## src/rtl/olmr_pkg.sv

```systemverilog
// constants shared by the one-line mode routing host and its aux line shifter
package olmr_pkg;
  // device register offsets
  localparam logic [7:0] REG_SPEED_ROUTING = 8'h03;
  localparam logic [7:0] REG_SERIAL_FORMAT = 8'h04;
  localparam logic [7:0] REG_MASTER_CLKSEL = 8'h05;
  // speed_and_port_routing field positions
  localparam int CODEC_FM_POS = 6;
  localparam int IFACE_FM_POS = 4;
  localparam int CAPSEL_POS = 2;
  // serial_format_select field positions
  localparam int FMT_POS = 4;
  localparam int CAP_OL_POS = 2;
  localparam int PB_OL_POS = 0;
  // port_master_and_clock_select bit positions
  localparam int CODEC_MS_BIT = 7;
  localparam int IFACE_MS_BIT = 6;
  localparam int EXT_CLKSEL_BIT = 5;
  // speed-mode codes
  localparam logic [1:0] SPEED_SINGLE = 2'h0;
  localparam logic [1:0] SPEED_DOUBLE = 2'h1;
  localparam logic [1:0] SPEED_QUAD = 2'h2;
  // one-line mode codes
  localparam logic [1:0] OL_NONE = 2'h0;
  localparam logic [1:0] OL_ONE = 2'h1;
  localparam logic [1:0] OL_TWO = 2'h2;
  localparam logic [1:0] OL_RESVD = 2'h3;
  // capture port select codes
  localparam logic [1:0] CAPSEL_CODEC = 2'h0;
  localparam logic [1:0] CAPSEL_IFACE = 2'h2;
  // external converter clock select values and the port master bit value
  localparam logic CLKSEL_CODEC = 1'b1;
  localparam logic CLKSEL_IFACE = 1'b0;
  localparam logic MASTER = 1'b1;
  // aux line sample format
  localparam int SAMPLE_BITS = 24;
  localparam logic [4:0] LAST_BIT_CNT = 5'h17;
  localparam logic LEFT_LEVEL = 1'b1;
  localparam int AUX_LINES = 2;
  // sequencer states
  typedef enum logic [4:0] {
    ST_IDLE = 5'b00001,
    ST_WR_MODE = 5'b00010,
    ST_WR_FMT = 5'b00100,
    ST_WR_MISC = 5'b01000,
    ST_RUN = 5'b10000
  } olmr_state_t;
endpackage

```

## src/rtl/olmr_aux_shifter.sv

```systemverilog
// one aux converter line: left-justified 24-bit stereo word, msb first
`timescale 1ns/100ps
module olmr_aux_shifter
  import olmr_pkg::*;
(
  input wire logic clk, // system clock
  input wire logic rst, // async reset, high
  input wire logic bit_fall, // one cycle after a bit clock falling edge
  input wire logic frame_level, // synchronised frame clock level
  input wire logic active, // aux line in use
  input wire logic [47:0] word, // {left, right} sample pair
  output logic line, // serial data to the device
  output logic take // pulse: word consumed at left half start
);
  logic prev_lr;
  logic next_prev_lr;
  logic [23:0] shift;
  logic [23:0] next_shift;
  logic [23:0] held;
  logic [23:0] next_held;
  logic [4:0] cnt;
  logic [4:0] next_cnt;
  logic next_line;
  logic new_half;
  logic [23:0] src;

  assign new_half = bit_fall && (frame_level != prev_lr);

  always_comb begin
    next_prev_lr = prev_lr;
    next_shift = shift;
    next_held = held;
    next_cnt = cnt;
    next_line = line;
    take = 1'b0;
    src = held;
    if (!active) begin
      next_line = 1'b0;
      next_cnt = '0;
      next_prev_lr = frame_level;
    end else if (new_half) begin
      // data moves on the falling edge so it is stable at the device's rising edge
      next_prev_lr = frame_level;
      if (frame_level == LEFT_LEVEL) begin
        src = word[47:24];
        next_held = word[23:0];
        take = 1'b1;
      end
      next_line = src[SAMPLE_BITS-1];
      next_shift = {src[22:0], 1'b0};
      next_cnt = LAST_BIT_CNT;
    end else if (bit_fall) begin
      if (cnt != '0) begin
        next_line = shift[SAMPLE_BITS-1];
        next_shift = {shift[22:0], 1'b0};
        next_cnt = cnt - 5'h1;
      end else begin
        // 64Fs and 128Fs frames both just pad zeros after bit 24
        next_line = 1'b0;
      end
    end
  end

  always_ff @(posedge clk or posedge rst) begin
    if (rst) begin
      prev_lr <= 1'b0;
      shift <= '0;
      held <= '0;
      cnt <= '0;
      line <= 1'b0;
    end else begin
      prev_lr <= next_prev_lr;
      shift <= next_shift;
      held <= next_held;
      cnt <= next_cnt;
      line <= next_line;
    end
  end

  logic word_msb;
  assign word_msb = word[47];
endmodule

```

## src/rtl/olmr_host.sv

```systemverilog
// host for one-line configs 1 and 2: programs routing and feeds the aux lines
`timescale 1ns/100ps
module olmr_host
  import olmr_pkg::*;
(
  input wire logic clk, // 40 MHz system clock
  input wire logic rst, // async reset, high
  input wire logic cfg_start, // pulse: program a configuration
  input wire logic cfg_two, // 0 config 1, 1 config 2
  input wire logic [1:0] cfg_speed, // speed code for both ports
  input wire logic [1:0] cfg_capture_ol, // capture one-line mode
  input wire logic [1:0] cfg_playback_ol, // playback one-line mode
  input wire logic [2:0] cfg_word_format, // word format field
  output logic cfg_busy, // register writes in progress
  output logic cfg_done, // configuration running
  output logic cfg_error, // last request refused
  output logic reg_wr_valid, // register write request
  input wire logic reg_wr_ready, // control port accepts write
  output logic [7:0] reg_wr_addr, // register offset
  output logic [7:0] reg_wr_data, // register value
  input wire logic smp_valid, // sample set offered
  output logic smp_ready, // sample holder empty
  input wire logic [23:0] smp_a_left, // line a left, slot 3
  input wire logic [23:0] smp_a_right, // line a right, slot 4
  input wire logic [23:0] smp_b_left, // line b left, slot 5
  input wire logic [23:0] smp_b_right, // line b right, slot 6
  input wire logic codec_bit_clock, // codec port bit clock pin
  input wire logic codec_frame_clock, // codec port frame clock pin
  input wire logic interface_bit_clock, // interface port bit clock pin
  input wire logic interface_frame_clock, // interface port frame clock pin
  output logic aux_converter_line_a, // aux serial line a
  output logic aux_converter_line_b // aux serial line b
);
  olmr_state_t state;
  olmr_state_t next_state;
  logic [7:0] next_addr;
  logic [7:0] next_data;
  logic next_error;
  logic two_q;
  logic next_two;
  logic [1:0] spd_q;
  logic [1:0] next_spd;
  logic [1:0] cap_q;
  logic [1:0] next_cap;
  logic [1:0] pb_q;
  logic [1:0] next_pb;
  logic [2:0] fmt_q;
  logic [2:0] next_fmt;
  logic req_ok;
  logic aux_active;

  function automatic logic combo_ok(input logic two, input logic [1:0] spd,
                                    input logic [1:0] cap, input logic [1:0] pb);
    logic ok;
    ok = 1'b1;
    if (spd == SPEED_QUAD || spd == 2'h3) ok = 1'b0;
    if (cap == OL_RESVD || pb == OL_RESVD) ok = 1'b0;
    if (!two) begin
      if (pb == OL_TWO && cap != OL_TWO) ok = 1'b0;
      if (cap == OL_TWO && pb == OL_ONE) ok = 1'b0;
      if ((cap == OL_TWO || pb == OL_TWO) && spd != SPEED_SINGLE) ok = 1'b0;
    end else begin
      if (pb == OL_TWO) ok = 1'b0;
      if (cap == OL_TWO && pb != OL_NONE) ok = 1'b0;
      if ((cap == OL_TWO || pb == OL_ONE) && spd != SPEED_SINGLE) ok = 1'b0;
    end
    return ok;
  endfunction

  function automatic logic [7:0] mode_word(input logic two, input logic [1:0] spd);
    logic [7:0] d;
    d = '0;
    d[CODEC_FM_POS +: 2] = spd;
    d[IFACE_FM_POS +: 2] = spd;
    d[CAPSEL_POS +: 2] = two ? CAPSEL_IFACE : CAPSEL_CODEC;
    return d;
  endfunction

  function automatic logic [7:0] fmt_word(input logic [2:0] fmt, input logic [1:0] cap,
                                          input logic [1:0] pb);
    logic [7:0] d;
    d = '0;
    d[FMT_POS +: 3] = fmt;
    d[CAP_OL_POS +: 2] = cap;
    d[PB_OL_POS +: 2] = pb;
    return d;
  endfunction

  function automatic logic [7:0] misc_word(input logic two);
    logic [7:0] d;
    d = '0;
    d[CODEC_MS_BIT] = MASTER;
    d[IFACE_MS_BIT] = MASTER;
    d[EXT_CLKSEL_BIT] = two ? CLKSEL_CODEC : CLKSEL_IFACE;
    return d;
  endfunction

  assign req_ok = combo_ok(cfg_two, cfg_speed, cfg_capture_ol, cfg_playback_ol);

  always_comb begin
    next_state = state;
    next_addr = reg_wr_addr;
    next_data = reg_wr_data;
    next_error = cfg_error;
    next_two = two_q;
    next_spd = spd_q;
    next_cap = cap_q;
    next_pb = pb_q;
    next_fmt = fmt_q;
    unique case (state)
      ST_IDLE, ST_RUN: begin
        if (cfg_start) begin
          if (req_ok) begin
            next_error = 1'b0;
            next_two = cfg_two;
            next_spd = cfg_speed;
            next_cap = cfg_capture_ol;
            next_pb = cfg_playback_ol;
            next_fmt = cfg_word_format;
            next_state = ST_WR_MODE;
            next_addr = REG_SPEED_ROUTING;
            // one speed code on both ports keeps the frame clocks identical
            next_data = mode_word(cfg_two, cfg_speed);
          end else begin
            next_error = 1'b1;
          end
        end
      end
      ST_WR_MODE: begin
        if (reg_wr_ready) begin
          next_state = ST_WR_FMT;
          next_addr = REG_SERIAL_FORMAT;
          // device only honours the word format outside one-line mode
          next_data = fmt_word(fmt_q, cap_q, pb_q);
        end
      end
      ST_WR_FMT: begin
        if (reg_wr_ready) begin
          next_state = ST_WR_MISC;
          next_addr = REG_MASTER_CLKSEL;
          next_data = misc_word(two_q);
        end
      end
      ST_WR_MISC: begin
        if (reg_wr_ready) next_state = ST_RUN;
      end
    endcase
  end

  always_ff @(posedge clk or posedge rst) begin
    if (rst) begin
      state <= ST_IDLE;
      reg_wr_addr <= '0;
      reg_wr_data <= '0;
      cfg_error <= 1'b0;
      two_q <= 1'b0;
      spd_q <= SPEED_SINGLE;
      cap_q <= OL_NONE;
      pb_q <= OL_NONE;
      fmt_q <= '0;
    end else begin
      state <= next_state;
      reg_wr_addr <= next_addr;
      reg_wr_data <= next_data;
      cfg_error <= next_error;
      two_q <= next_two;
      spd_q <= next_spd;
      cap_q <= next_cap;
      pb_q <= next_pb;
      fmt_q <= next_fmt;
    end
  end

  assign reg_wr_valid = (state == ST_WR_MODE) || (state == ST_WR_FMT) || (state == ST_WR_MISC);
  assign cfg_busy = reg_wr_valid;
  assign cfg_done = (state == ST_RUN);
  assign aux_active = (state == ST_RUN) && (cap_q != OL_NONE);

  // link pins: two flops each before any logic looks at them
  logic [3:0] pin_s1;
  logic [3:0] pin_s2;
  always_ff @(posedge clk or posedge rst) begin
    if (rst) begin
      pin_s1 <= '0;
      pin_s2 <= '0;
    end else begin
      pin_s1 <= {codec_bit_clock, codec_frame_clock, interface_bit_clock, interface_frame_clock};
      pin_s2 <= pin_s1;
    end
  end

  logic sel_bclk;
  logic sel_lrck;
  logic bclk_prev;
  logic fall_d;
  logic next_fall_d;
  // the clock select written to the device also picks which port times the aux lines
  assign sel_bclk = (two_q == CLKSEL_CODEC) ? pin_s2[3] : pin_s2[1];
  assign sel_lrck = (two_q == CLKSEL_CODEC) ? pin_s2[2] : pin_s2[0];
  // act a cycle after the fall so a frame edge skewed by one sync cycle is still seen
  assign next_fall_d = bclk_prev && !sel_bclk;

  always_ff @(posedge clk or posedge rst) begin
    if (rst) begin
      bclk_prev <= 1'b0;
      fall_d <= 1'b0;
    end else begin
      bclk_prev <= sel_bclk;
      fall_d <= next_fall_d;
    end
  end

  // one-deep holder: an empty holder at a frame start sends silence
  logic [23:0] hold [0:3];
  logic [23:0] next_hold [0:3];
  logic full;
  logic next_full;
  logic [1:0] take;
  logic [1:0] line;
  logic [47:0] word [0:1];

  assign smp_ready = !full;

  always_comb begin
    next_full = full;
    for (int i = 0; i < 4; i++) next_hold[i] = hold[i];
    if (take[0]) next_full = 1'b0;
    if (smp_valid && !full) begin
      next_full = 1'b1;
      next_hold[0] = smp_a_left;
      next_hold[1] = smp_a_right;
      next_hold[2] = smp_b_left;
      next_hold[3] = smp_b_right;
    end
  end

  always_ff @(posedge clk or posedge rst) begin
    if (rst) begin
      full <= 1'b0;
      for (int i = 0; i < 4; i++) hold[i] <= '0;
    end else begin
      full <= next_full;
      for (int i = 0; i < 4; i++) hold[i] <= next_hold[i];
    end
  end

  generate
    for (genvar g = 0; g < AUX_LINES; g++) begin : g_line
      // line a carries capture slots 3-4, line b slots 5-6
      assign word[g] = full ? {hold[2*g], hold[2*g+1]} : '0;
      olmr_aux_shifter u_shift (
        .clk(clk),
        .rst(rst),
        .bit_fall(fall_d),
        .frame_level(sel_lrck),
        .active(aux_active),
        .word(word[g]),
        .line(line[g]),
        .take(take[g])
      );
    end
  endgenerate

  assign aux_converter_line_a = line[0];
  assign aux_converter_line_b = line[1];
endmodule

```

## config.mk

```make
export PLATFORM = sky130hd
export DESIGN_NAME = olmr_host
export DESIGN_NICKNAME = d
export VERILOG_FILES = /design/src/rtl/olmr_pkg.sv /design/src/rtl/olmr_aux_shifter.sv /design/src/rtl/olmr_host.sv
export SDC_FILE = /design/constraint.sdc
export NUM_CORES = 1
export LEC_CHECK = 0
export ABC_AREA = 1
export ABC_CLOCK_PERIOD_IN_PS = 16750
export BUFFER_PORTS_ARGS = -buffer_cell sky130_fd_sc_hd__buf_2
export CORE_MARGIN = 1
export CORE_UTILIZATION = 56
export CTS_CLUSTER_SIZE = 24
export DETAILED_ROUTE_END_ITERATION = 8
export PLACE_DENSITY_LB_ADDON = 0.05
export SYNTH_ARGS = -nofsm -noshare
export SYNTH_HDL_FRONTEND = slang
export SYNTH_SLANG_ARGS = --single-unit
```

## constraint.sdc

```tcl
create_clock -name clk -period 16.75 [get_ports clk]
set_input_delay 0.8375 -clock clk [delete_from_list [all_inputs] [get_ports clk]]
set_output_delay 0.8375 -clock clk [all_outputs]
set_load 0.1 [all_outputs]
```

==> flow_summary.json <==
{
  "status": "completed",
  "power.total_uw": 1830,
  "post_cts_buffers": 0,
  "yosys.area.top_type": "dfrtp_1",
  "maxSlewHeadroom_pct": 28.7,
  "grt_overflow_total": 0,
  "clk_path_buf_depth": 3,
  "maxClockFrequency_mhz": 255,
  "grt_start_max_net_pins": 105,
  "max_stage_delay_ns": 0.90,
  "wl_per_cell_um": 15.6,
  "cpLargestDelayFamily": "simple AND/OR/NAND/NOR gates",
  "min_path_type": "flip-flop to flip-flop",
  "postCtsHoldBufs": 0,
  "worstSkewPairLatency_ns": 0.52,
  "cts_tree": "yes",
  "clkSlewWorstSetupHoldPaths_ns": 0.06,
  "rr_startpoint": "two_q$_DFFE_PP0P_",
  "dr.pass1.iters": 5,
  "route.detailed.drc": 0,
  "viasPerCell": 5.35,
  "path_cells": "inv_2, nand2_1, nand2_2, buf_4, nand2_1, nand3_1, nand2_1, nand2_1, clkinv_1, nand3_1, nand2_1",
  "p_leak_uw": 0.00651,
  "synth_common_cells": "nand2_1 (347), dfrtp_1 (239), nand3_1 (175)",
  "p_clk_share_pct": 30.7,
  "p_sw_share_pct": 33.9,
  "whs_ns": 0.350,
  "antenna_found_initial": 0,
  "synth.most_common_cell": "nand2_1",
  "drive_gt1_share_pct": 24.2,
  "die_y_um": 140,
  "drt-initial-drc-count": 534,
  "ant_nets": 0,
  "syn-mean-instance-area_um2": 9.34,
  "synth_top_area_share_pct": 55.9,
  "synth_cell_types": 34,
  "p_int_uw": 1210,
  "fp.dieW_um": 140,
  "start_util_pct": 57.2,
  "grtUsageTotal_pct": 24.4,
  "cp.buffers_inverters": 3,
  "p_per_area_nw_per_um2": 149,
  "nets": 1368,
  "finalSetupTns_ns": 0,
  "finalCritPeriodShare_pct": 23.4,
  "post-dp-hpwl_um": 14600,
  "numCtsBuffers": 26,
  "core_area_um2": 18700,
  "syn_inst": 1147,
  "switchingPower_uw": 620,
  "end_kind": "flip-flop",
  "pwr-share-seq_pct": 42.7,
  "area_growth_pct": 14.4,
  "die_area_um2": 19700,
  "io_pins": 138,
  "cpMostUsedCell": "nand2_1",
  "crit_start": "two_q$_DFFE_PP0P_",
  "synth.area.top_cells": "dfrtp_1 (56%), nand2_1 (12%), mux2_2 (10%)",
  "path_max_fanout": 78,
  "synthFlopType": "dfrtp_1",
  "ys_seq_elements": 240,
  "vias": 8040,
  "crit_required_ns": 17.15,
  "start_kind": "flip-flop",
  "ys_async_sr_fraction_pct": 100,
  "synth_edf_count": 0,
  "synth_warnings": 0,
  "place.gp.congestion": 0.795,
  "n_antenna_cell": 0,
  "critPathSlowestCell": "clkinv_1",
  "ir_drop_mv": 0.171,
  "cts_resized": 0,
  "hp-start": "pin_s1[3]$_DFF_PP0_",
  "hold_viol": 0,
  "netlist_area_um2": 10700,
  "synth_seq_area_share_pct": 56.1,
  "cts-root-buf": "clkbuf_16",
  "numClockSinks": 240,
  "setup_violations": 0,
  "grt_pass1_wl_um": 38700,
  "r2r_setup_slack_ns": 12.83,
  "period_minus_slack_ns": 3.92,
  "rows": 50,
  "drt_wl_total_um": 23400,
  "rsz0062_at_grt": "no",
  "cts.htree.levels": 1,
  "io_buffers": 132,
  "comb_power_share_pct": 26.6,
  "worstSetupPathType": "flip-flop to flip-flop",
  "worstPathArrival_ns": 4.32,
  "worst_pin_slew_ns": 1.07,
  "slew_violations": 0,
  "max_cap_viol_count": 0,
  "grt_pass1_vias": 7673,
  "clock_skew_ns": 0.00674
}
-- cell type report --
| cell class | instances | area [um2] |
|---|---|---|
| clock buffer | 39 | 771 |
| clock inverter | 8 | 75.1 |
| fill | 1553 | 6460 |
| timing repair buffer | 139 | 713 |
| sequential | 240 | 6010 |
| inverter | 70 | 270 |
| tap | 234 | 293 |
| multi-input combinational | 772 | 4120 |
-- worst paths after layout --
path,to,cells after the start
min reg2reg,pin_s2[3]$_DFF_PP0_,0
min in group asynchronous,hold[57]$_DFFE_PP0P_,2
max,g_line[1].u_shift.shift[13]$_DFFE_PP0P_,11
max in group asynchronous,full$_DFFE_PP0P_,3
min,pin_s2[3]$_DFF_PP0_,0
max reg2reg,g_line[1].u_shift.shift[13]$_DFFE_PP0P_,11
-- layer usage --
metal	global-route usage [%]	part of all wire, %	wire (um)	vias to the layer above
li1	-	-	-	3931
met1	37.5	49	11500	3891
met2	36.6	45	10500	180
met3	3.52	4.1	958	38
met4	5.49	1.8	422	0
met5	0	0	0	-
-- sequential cells by signal, indices dropped and copies added (netlist names), 2 cells and up --
name,cells
g_line.u_shift.prev_lr,2
hold,96
pin_s1,4
cap_q,2
state,5
g_line.u_shift.line,2
pin_s2,4
reg_wr_data,8
g_line.u_shift.shift,46
pb_q,2
fmt_q,3
g_line.u_shift.held,48
g_line.u_shift.cnt,10
reg_wr_addr,3
-- through the flow --
step	instance area [um2]	instances	utilization, %	worst slack, ns
floorplan	10700	1151	-	9.33
global placement	11400	1455	60.9	13.00
detailed placement	11400	1455	60.9	12.85
CTS	12200	1502	65.5	12.80
global route	12200	1502	65.5	12.37
finish	12200	1502	65.5	12.83
-- kinds of logic (layout without fill, tap and decap cells) --
family                   after synthesis  in the layout  share of synthesized area, %
XOR/XNOR                               2              2                         0.164
AO/OA/AOI/OAI                         84             84                          4.10
adder cells (fa/ha/maj)                4              4                         0.467
buffers and inverters                139            256                          5.68
other                                  1              5                        0.0350
AND/OR/NAND/NOR                      582            582                          23.5
multiplexers                          95             95                          9.99
flip-flops                           240            240                          56.1
-- placed cells by master (no fill, tap or decap), types with 2 or more instances in the layout --
cell type  Yosys  layout
nand2_1      347     346
dfrtp_1      239     238
nand3_1      175     175
buf_2         29     132
mux2_2        95      95
inv_1         64      63
o21ai_0       62      62
clkbuf_16      0      27
nor2_1        22      22
or2_2         17      17
o21ai_1       13      13
or2_1          7       7
clkbuf_1      28       7
buf_4          7       7
nand4_1        5       5
inv_2          5       5
a21oi_1        5       5
conb_1         1       5
clkbuf_8       0       5
ha_1           4       4
clkinv_2       0       4
nor2_2         2       2
nand2_2        2       2
nor3_1         2       2
xor2_1         2       2
clkinv_4       0       2
-- power by group through the flow --
stage | logic, uW | clock network, uW | registers [uW]
after floorplan | 325 | 0 | 849
after global placement | 477 | 0 | 789
after detailed placement | 486 | 0 | 790
after CTS | 489 | 570 | 782
after global routing | 528 | 594 | 796
final | 486 | 561 | 782
Power figures use the tool's default switching activity.
